## src/pwmido_pkg.sv

```systemverilog
// Package with constants for the PWM interrupt, output and duty block
package pwmido_pkg;
    localparam int CNT_W      = 15;
    localparam int DUTY_W     = 16;
    localparam int NUM_GEN    = 4;
    localparam int NUM_PAIR   = 4;
    localparam int MODE_W     = 2;
    localparam int POST_W     = 4;
    // Field positions inside the control words
    localparam int TB_MODE_LSB    = 0;
    localparam int TB_MODE_MSB    = 1;
    localparam int TB_POST_LSB    = 4;
    localparam int TB_POST_MSB    = 7;
    localparam int TB_ENABLE_BIT  = 15;
    localparam int CTR1_PAIR_MODE_SEL_LSB  = 8;
    localparam int CTR1_PAIR_MODE_SEL_MSB  = 11;
    localparam int CTR2_IUE_BIT   = 2;
    localparam int TMR_DIR_BIT    = 15;
    // Time base mode codes
    localparam logic [1:0] MODE_FREE   = 2'h0;
    localparam logic [1:0] MODE_SINGLE = 2'h1;
    localparam logic [1:0] MODE_UPDN   = 2'h2;
    localparam logic [1:0] MODE_UPDN2  = 2'h3;
    // Reset values
    localparam logic [CNT_W-1:0]  CNT_RST  = 15'h0000;
    localparam logic [DUTY_W-1:0] DUTY_RST = 16'h0000;
    localparam logic [POST_W-1:0] POST_RST = 4'h0;
    localparam logic [3:0]        PAIR_MODE_SEL_RST = 4'h0;
endpackage

```

## src/pwmido_postscaler.sv

```systemverilog
// Postscaler that thins time base interrupt events
`timescale 1ns/1ns
module pwmido_postscaler (
    input  wire logic                      clock_i,
    input  wire logic                      reset_i,
    input  wire logic                      clear_i,
    input  wire logic                      bypass_i,
    input  wire logic [pwmido_pkg::POST_W-1:0] ratio_i,
    input  wire logic                      event_i,
    output logic                           fire_o
);
    logic [pwmido_pkg::POST_W-1:0] count_r;
    logic [pwmido_pkg::POST_W-1:0] count_nxt;
    logic                          fire_nxt;

    always_comb begin
        count_nxt = count_r;
        fire_nxt  = 1'b0;
        if (clear_i) begin
            count_nxt = pwmido_pkg::POST_RST;
        end else if (event_i) begin
            if (bypass_i || count_r == ratio_i) begin
                count_nxt = pwmido_pkg::POST_RST;
                fire_nxt  = 1'b1;
            end else begin
                count_nxt = count_r + 4'h1;
            end
        end
    end

    always_ff @(posedge clock_i) begin
        if (reset_i) begin
            count_r <= pwmido_pkg::POST_RST;
            fire_o  <= 1'b0;
        end else begin
            count_r <= count_nxt;
            fire_o  <= fire_nxt;
        end
    end
endmodule

```

## src/pwmido_top.sv

```systemverilog
// Time base, interrupt, output mode and duty buffering logic of the PWM block
`timescale 1ns/1ns
// What this block does
// - Interrupt timing depends on mode field bits 1:0 and postscale field bits 7:4.
// - Free-running mode raises an event when counter resets after period match.
// - Single event mode interrupts on period reset, clears enable, ignores postscaler.
// - Up/down mode raises an event at zero as counting turns upward.
// - Double-update mode interrupts at zero and at period match, no postscaling.
// - Every event passed by the postscaler sets the interrupt flag.
// - Single event drives active on enable, inactive on duty, stops at period.
// - Single event mode produces only edge-aligned waveforms.
// - Edge-aligned: active at counter zero, inactive on duty match.
// - Zero duty holds inactive; duty above period holds active all period.
// - Immediate update loads a written duty straight into the active compare.
// - Up/down: duty match counting down goes active, counting up goes inactive.
// - Complementary pair never drives both outputs active together.
// - Pair mode bits 11:8 pick complementary when clear, independent when set.
// - Independent pair has no dead time and no pin combination limits.
// - Each generator has a writable buffer and a hidden active compare.
// - Modes 0x transfer buffers at period match and counter reset.
// - With time base disabled, duty writes take effect immediately.
// - Mode 10 transfers buffers at zero when counting starts upward.
// - Mode 11 transfers buffers at zero and at period match.
// - Immediate update bit sits at bit 2 of control register 2.
// - Free-running counts up to period, resets next edge, repeats while enabled.
// - Up/down counts to period, reverses, down to zero; direction bit 15.
// - Postscaler ratios span one-to-one through one-to-sixteen before flag.
module pwmido_top (
    input  wire logic                          clock_i,
    input  wire logic                          reset_i,
    input  wire logic                          tick_i,
    input  wire logic [15:0]                   time_base_control_i,
    input  wire logic                          time_base_control_wr_i,
    input  wire logic [15:0]                   control_register_1_i,
    input  wire logic [15:0]                   control_register_2_i,
    input  wire logic [pwmido_pkg::CNT_W-1:0]  period_value_i,
    input  wire logic [pwmido_pkg::DUTY_W-1:0] duty_wdata_i,
    input  wire logic [pwmido_pkg::NUM_GEN-1:0] duty_wr_i,
    input  wire logic                          irq_flag_clear_i,
    output logic                               time_base_enable_o,
    output logic [15:0]                        time_base_counter_o,
    output logic                               pwm_irq_flag_o,
    output logic [pwmido_pkg::NUM_PAIR-1:0]    pwm_high_o,
    output logic [pwmido_pkg::NUM_PAIR-1:0]    pwm_low_o
);
    // ------------------------------------------------------------
    // Control fields
    // ------------------------------------------------------------
    logic [1:0] mode;
    logic [3:0] post_sel;
    logic [3:0] pair_indep;
    logic       immediate_update_en;
    logic       up_down;

    assign mode       = time_base_control_i[pwmido_pkg::TB_MODE_MSB:pwmido_pkg::TB_MODE_LSB];
    assign post_sel   = time_base_control_i[pwmido_pkg::TB_POST_MSB:pwmido_pkg::TB_POST_LSB];
    assign pair_indep = control_register_1_i[pwmido_pkg::CTR1_PAIR_MODE_SEL_MSB:pwmido_pkg::CTR1_PAIR_MODE_SEL_LSB];
    assign immediate_update_en        = control_register_2_i[pwmido_pkg::CTR2_IUE_BIT];
    assign up_down    = mode[1];

    // ------------------------------------------------------------
    // Time base counter
    // ------------------------------------------------------------
    logic                         enable_r;
    logic                         enable_nxt;
    logic [pwmido_pkg::CNT_W-1:0] count_r;
    logic [pwmido_pkg::CNT_W-1:0] count_nxt;
    logic                         dir_r;
    logic                         dir_nxt;
    logic                         period_hit;
    logic                         zero_hit;
    logic                         wrap_evt;
    logic                         zero_up_evt;
    logic                         per_evt;
    logic                         raw_evt;
    logic                         bypass_post;
    logic                         post_fire;
    logic                         start_pulse;

    assign period_hit  = enable_r && tick_i && count_r == period_value_i;
    assign zero_hit    = enable_r && tick_i && count_r == pwmido_pkg::CNT_RST;
    assign wrap_evt    = period_hit && !up_down;
    assign zero_up_evt = zero_hit && up_down && dir_r;
    assign per_evt     = period_hit && up_down && !dir_r;
    assign start_pulse = time_base_control_wr_i && time_base_control_i[pwmido_pkg::TB_ENABLE_BIT] && !enable_r;

    always_comb begin
        enable_nxt = enable_r;
        count_nxt  = count_r;
        dir_nxt    = dir_r;
        if (time_base_control_wr_i) begin
            enable_nxt = time_base_control_i[pwmido_pkg::TB_ENABLE_BIT];
        end
        if (enable_r && tick_i) begin
            if (!up_down) begin
                dir_nxt = 1'b0;
                if (period_hit) begin
                    count_nxt = pwmido_pkg::CNT_RST;
                    if (mode == pwmido_pkg::MODE_SINGLE) begin
                        enable_nxt = 1'b0;
                    end
                end else begin
                    count_nxt = count_r + 15'h0001;
                end
            end else begin
                if (!dir_r && period_hit) begin
                    dir_nxt   = 1'b1;
                    count_nxt = count_r - 15'h0001;
                end else if (dir_r && zero_hit) begin
                    dir_nxt   = 1'b0;
                    count_nxt = count_r + 15'h0001;
                end else if (dir_r) begin
                    count_nxt = count_r - 15'h0001;
                end else begin
                    count_nxt = count_r + 15'h0001;
                end
            end
        end
    end

    always_ff @(posedge clock_i) begin
        if (reset_i) begin
            enable_r <= 1'b0;
            count_r  <= pwmido_pkg::CNT_RST;
            dir_r    <= 1'b0;
        end else begin
            enable_r <= enable_nxt;
            count_r  <= count_nxt;
            dir_r    <= dir_nxt;
        end
    end

    // ------------------------------------------------------------
    // Interrupt events and postscaler
    // ------------------------------------------------------------
    always_comb begin
        raw_evt     = 1'b0;
        bypass_post = 1'b0;
        case (mode)
            pwmido_pkg::MODE_FREE: begin
                raw_evt = wrap_evt;
            end
            pwmido_pkg::MODE_SINGLE: begin
                raw_evt     = wrap_evt;
                bypass_post = 1'b1;
            end
            pwmido_pkg::MODE_UPDN: begin
                raw_evt = zero_up_evt;
            end
            default: begin
                raw_evt     = zero_up_evt || per_evt;
                bypass_post = 1'b1;
            end
        endcase
    end

    pwmido_postscaler u_post (
        .clock_i  (clock_i),
        .reset_i  (reset_i),
        .clear_i  (time_base_control_wr_i),
        .bypass_i (bypass_post),
        .ratio_i  (post_sel),
        .event_i  (raw_evt),
        .fire_o   (post_fire)
    );

    logic irq_r;
    logic irq_nxt;

    always_comb begin
        irq_nxt = irq_r;
        if (irq_flag_clear_i) begin
            irq_nxt = 1'b0;
        end
        if (post_fire) begin
            irq_nxt = 1'b1;
        end
    end

    always_ff @(posedge clock_i) begin
        if (reset_i) begin
            irq_r <= 1'b0;
        end else begin
            irq_r <= irq_nxt;
        end
    end

    // ------------------------------------------------------------
    // Duty buffering and compare outputs
    // ------------------------------------------------------------
    logic                         update_pt;
    logic [pwmido_pkg::NUM_GEN-1:0] cmp_state;

    always_comb begin
        case (mode)
            pwmido_pkg::MODE_FREE,
            pwmido_pkg::MODE_SINGLE: update_pt = wrap_evt;
            pwmido_pkg::MODE_UPDN:   update_pt = zero_up_evt;
            default:                 update_pt = zero_up_evt || per_evt;
        endcase
    end

    genvar g;
    generate
        for (g = 0; g < pwmido_pkg::NUM_GEN; g++) begin : gen_duty
            logic [pwmido_pkg::DUTY_W-1:0] buf_r;
            logic [pwmido_pkg::DUTY_W-1:0] buf_nxt;
            logic [pwmido_pkg::DUTY_W-1:0] act_r;
            logic [pwmido_pkg::DUTY_W-1:0] act_nxt;
            logic                          out_r;
            logic                          out_nxt;
            logic                          over_per;

            assign over_per = act_nxt > {1'b0, period_value_i};

            always_comb begin
                buf_nxt = buf_r;
                act_nxt = act_r;
                if (duty_wr_i[g]) begin
                    buf_nxt = duty_wdata_i;
                end
                if (duty_wr_i[g] && (immediate_update_en || !enable_r)) begin
                    act_nxt = duty_wdata_i;
                end else if (update_pt) begin
                    act_nxt = buf_r;
                end
            end

            always_comb begin
                out_nxt = out_r;
                if (!enable_nxt) begin
                    out_nxt = 1'b0;
                end else if (act_nxt == pwmido_pkg::DUTY_RST) begin
                    out_nxt = 1'b0;
                end else if (over_per) begin
                    out_nxt = 1'b1;
                end else if (!up_down) begin
                    // Edge aligned, also used for single event
                    if (start_pulse || (tick_i && count_nxt == pwmido_pkg::CNT_RST)) begin
                        out_nxt = 1'b1;
                    end
                    if ({1'b0, count_nxt} >= act_nxt) begin
                        out_nxt = 1'b0;
                    end
                    if (duty_wr_i[g] && immediate_update_en && {1'b0, count_nxt} < act_nxt) begin
                        out_nxt = 1'b1;
                    end
                end else begin
                    if (tick_i && dir_nxt && {1'b0, count_nxt} == act_nxt) begin
                        out_nxt = 1'b1;
                    end else if (tick_i && !dir_nxt && {1'b0, count_nxt} == act_nxt) begin
                        out_nxt = 1'b0;
                    end
                    if (duty_wr_i[g] && immediate_update_en) begin
                        out_nxt = {1'b0, count_nxt} < act_nxt;
                    end
                end
            end

            always_ff @(posedge clock_i) begin
                if (reset_i) begin
                    buf_r <= pwmido_pkg::DUTY_RST;
                    act_r <= pwmido_pkg::DUTY_RST;
                    out_r <= 1'b0;
                end else begin
                    buf_r <= buf_nxt;
                    act_r <= act_nxt;
                    out_r <= out_nxt;
                end
            end

            assign cmp_state[g] = out_r;
        end
    endgenerate

    // ------------------------------------------------------------
    // Output pair steering
    // ------------------------------------------------------------
    logic [pwmido_pkg::NUM_PAIR-1:0] high_nxt;
    logic [pwmido_pkg::NUM_PAIR-1:0] low_nxt;
    logic [pwmido_pkg::NUM_PAIR-1:0] high_r;
    logic [pwmido_pkg::NUM_PAIR-1:0] low_r;

    genvar p;
    generate
        for (p = 0; p < pwmido_pkg::NUM_PAIR; p++) begin : gen_pair
            always_comb begin
                if (pair_indep[p]) begin
                    high_nxt[p] = cmp_state[p];
                    low_nxt[p]  = cmp_state[p];
                end else begin
                    high_nxt[p] = cmp_state[p];
                    low_nxt[p]  = !cmp_state[p] && !high_r[p];
                end
            end
        end
    endgenerate

    always_ff @(posedge clock_i) begin
        if (reset_i) begin
            high_r <= pwmido_pkg::PAIR_MODE_SEL_RST;
            low_r  <= pwmido_pkg::PAIR_MODE_SEL_RST;
        end else begin
            high_r <= high_nxt & ~(low_r & ~pair_indep);
            low_r  <= low_nxt;
        end
    end

    assign time_base_enable_o  = enable_r;
    assign time_base_counter_o = {dir_r, count_r};
    assign pwm_irq_flag_o      = irq_r;
    assign pwm_high_o          = high_r;
    assign pwm_low_o           = low_r;
endmodule

```

## config.mk

```make
export PLATFORM = sky130hd
export DESIGN_NAME = pwmido_top
export DESIGN_NICKNAME = d
export VERILOG_FILES = /design/src/pwmido_pkg.sv /design/src/pwmido_postscaler.sv /design/src/pwmido_top.sv
export SDC_FILE = /design/constraint.sdc
export NUM_CORES = 1
export LEC_CHECK = 0
export BUFFER_PORTS_ARGS = -buffer_cell sky130_fd_sc_hd__clkbuf_2
export CAP_MARGIN = 20
export CELL_PAD_IN_SITES_DETAIL_PLACEMENT = 1
export CELL_PAD_IN_SITES_GLOBAL_PLACEMENT = 2
export CORE_ASPECT_RATIO = 1.2
export CORE_UTILIZATION = 34
export CTS_BUF_LIST = sky130_fd_sc_hd__clkbuf_4 sky130_fd_sc_hd__clkbuf_8 sky130_fd_sc_hd__clkbuf_16
export DETAILED_ROUTE_END_ITERATION = 8
export HOLD_SLACK_MARGIN = 0.02
export PLACE_DENSITY = 0.79
export SYNTH_ARGS = -nofsm -noshare
export SYNTH_HDL_FRONTEND = slang
export SYNTH_HIERARCHICAL = 1
export SYNTH_SLANG_ARGS = --single-unit
```

## constraint.sdc

```tcl
create_clock -name clock_i -period 5.6 [get_ports clock_i]
set_input_delay 0.28 -clock clock_i [delete_from_list [all_inputs] [get_ports clock_i]]
set_output_delay 0.28 -clock clock_i [all_outputs]
set_load 0.02 [all_outputs]
```

==> results.md <==
- Clk_lat worst skew: 0.47 ns
- CTS Root Cell: clkbuf_16
- Die ar.: 36,100 µm²
- Num CTS Buffers: 17
- RSZ-0062 raised after global routing: false
- Port bufs: 77
- Die Y: 208 µm
- Slew Limit Fails: 0
- Slew HR: 0.249
- Final setup fails: 0
- Critical path arrival: 5.43 ns
- CP endpoint kind: flop
- Num ports: ~110
- Worst hold path class: in2reg
- Commonest non-fill, non-tap cell in the layout: nor2_1
- Initial antenna violation count: 1
- Crit-path max cell delay: ~0.55 ns
- Syn. warnings: 6
- N_diodes: 0
- DRC errors left: 0
- WS Path Type: reg2reg
- Tot GR Track Use: 0.290
- Maximum VDD drop: ~0.00023 V
- Maximum Capacitance Violations: 0
- Pleak: 6.50 nW
- GPL Wtd Cong: 0.946
- Starting density of the core: 0.344
- Core area: about 35,000 µm²
- Ys flop type: dfxtp_1
- Tcrit/Tclk final: 0.919
- Site Rows: between 70 and 80
- Slew of the pin with the lowest slew margin: 1.11 ns
- Share of cells above drive strength 1: 0.149
- Layout overhead on the synthesized area: 14.4%
- PostCTS Resize Cnt: 0
- Via count: 12,300
- CP delay by family, top: simple AND/OR/NAND/NOR gates
- Seq/Total Area, Yosys: 0.271
- Asr flop ratio synth: 0
- Antenna viol nets, final: 0
- DP HPWL: between 30 and 40 mm
- Worst R2R Setup Slack: around 0.46 ns
- Number of global-route vias before repair: 12,700
- Buf+Inv Stages, Crit Path: 3
- DR vias/cell: 5.93
- Period minus WS final: 5.14 ns
- Number of synthesized register bits: about 160
- Buffer count from post-CTS setup fixing: 0
- CTS hold repair buffers: 0
- DR WL/cell: about 25 µm
- Post-synth EDFFs: 0
- Clk buf depth: 2
- Crit path max fanout: 19
- CTS Sinks: 163
- DRT iter0 DRCs: 724
- Outcome: completed
- Layout net count: 1,795
- Worst setup SP type: flop
- Congestion Overflow GR: 0
- Mapped Area: 12,000 µm²
- Fin area: 13,800 µm²
- Placed Area: approximately 13,000 µm²
- Register area: 3260 µm²
- Most frequent cells in the layout: nor2_1, dfxtp_1, nand2_1
- Final Hold Viols: 0
- Synthesized instance count: 1,531
- CTS tree: built
- Syn nets: ~1,700
- Die X: 174 µm
- Max frequency: 194 MHz
- Global-route wire length before repair: around 78 mm
- Worst-path clk slew: ~0.07 ns
- Avg Cell Area, Syn: between 7 and 8 µm²
- Slowest-stage cell, CP: nand3_1
- Clock Skew: 0.0151 ns
- Multi-input logic area: 7980 µm²
- # H-tree levels: 4
- Largest net degree at the start of global routing: 79
- Setup_tns: 0 ns
- Worst Path Required: between 5 and 6 ns
- Pwr per Cell Area: about 230 nW/µm²
- Detailed Route WL: 51.7 mm
- Yosys cell types: between 80 and 90
- CP Cell Sequence: inv_1 > ha_1 > or4bb_1 > nor4_2 > buf_4 > nand2_1 > buf_4 > nand3_1 > o221ai_1 > ha_1 > nand3_1 > a211oi_1 > nor4b_1 > nor2_1 > nor4_2 > mux2i_1 > a311oi_1
- Fill cells: 4,319
- DRT Pass-1 Iters: 5
kinds of logic after synthesis:
| group | share of synthesized area |
|---|---|
| buffers and inverters | 0.0663 |
| AND/OR/NAND/NOR | 0.240 |
| AO/OA/AOI/OAI | 0.219 |
| adder cells (fa/ha/maj) | 0.115 |
| flip-flops | 0.271 |
| XOR/XNOR | 0.0233 |
| multiplexers | 0.0661 |
sequential cells by signal (all words and copies together), names as in the netlist, named ones only:
register            flops
pwm_low_o               4
count_r                14
gen_duty.act_r         64
gen_duty.out_r          4
dir_r                   1
u_post/fire_o           1
u_post/count_r          4
pwm_high_o              4
pwm_irq_flag_o          1
time_base_enable_o      1
gen_duty.buf_r         64
final cells by class:
type,instances,share of cell area
timing repair buffer,159,0.0735
tap,462,0.0420
sequential,163,0.237
multi-input combinational,1166,0.580
inverter,94,0.0257
clock buffer,20,0.0335
clock inverter,12,0.00773
metal layers:
layer / global-route usage / vias to the layer above / share of wire
li1: - / 5679 / -
met1: 0.368 / 6119 / 0.43
met2: 0.471 / 384 / 0.47
met3: 0.0349 / 131 / 0.045
met4: 0.172 / 0 / 0.055
met5: 0.00134 / - / 0
metrics by stage:
stage / setup WS (ns) / hold slack, ns / power (mW) / utilization / instances
after floorplan: 0.750 / 0.349 / 1.76 / - / 1531
after global placement: 0.530 / 0.425 / 2.01 / 0.377 / 2043
after detailed placement: 0.531 / 0.447 / 2.03 / 0.377 / 2043
after CTS: 0.507 / 0.0426 / 3.21 / 0.394 / 2075
after global routing: 0.0664 / 0.0581 / 3.34 / 0.394 / 2076
final: 0.455 / 0.0553 / 3.19 / 0.394 / 2076
worst reg2reg max path, delay by kind of cell, from the launching register on:
kind,cells,cell delay (ns)
compound gates,3,0.78
mux,1,0.22
simple gates,8,2.30
fa+ha+maj,2,0.55
flops,1,0.45
buf+inv,3,0.65
cell usage after synthesis (all sizes together), types with 6 or more instances:
cell	n	area (µm²)
and2	10	62.6
nor2	219	846
a21oi	80	408
a2111oi	6	65.1
dfxtp	163	3260
o21ai	50	262
and3	14	87.6
nor3b	6	45.0
a211o	9	78.8
a211oi	29	223
xnor2	13	114
nor2b	27	169
nand3	28	140
nand2b	12	75.1
or4	10	78.8
a31oi	10	62.6
or3	12	80.1
o2111ai	11	96.3
o211a	18	180
o41ai	7	76.3
nor3	44	230
nand4	23	150
or2	11	68.8
and4	14	123
mux2i	76	761
nor4	32	228
clkbuf	79	298
a21o	21	158
nand2	111	417
o211ai	20	150
buf	29	146
o21a	15	113
o31ai	20	150
xor2	19	166
inv	94	353
o221ai	15	131
ha	106	1330
where the power goes:
group          internal, mW  leakage [nW]  total, mW  switching, mW
Clock                 0.638         0.272       1.17          0.536
Sequential             1.23          1.34       1.27         0.0424
Combinational         0.282          4.88      0.752          0.471
final timing paths:
path	from	cells after the start	end
setup reg to reg	count_r[0]$_SDFF_PP0_	17	gen_duty[2].out_r$_SDFFE_PP0P_
setup / recovery	count_r[0]$_SDFF_PP0_	17	gen_duty[2].out_r$_SDFFE_PP0P_
hold / removal	time_base_control_wr_i	2	u_post/count_r[3]$_SDFFE_PP0P_
hold reg to reg	u_post/fire_o$_SDFF_PP0_	2	pwm_irq_flag_o$_SDFFE_PP0P_
(Power assumes the default switching activity.)
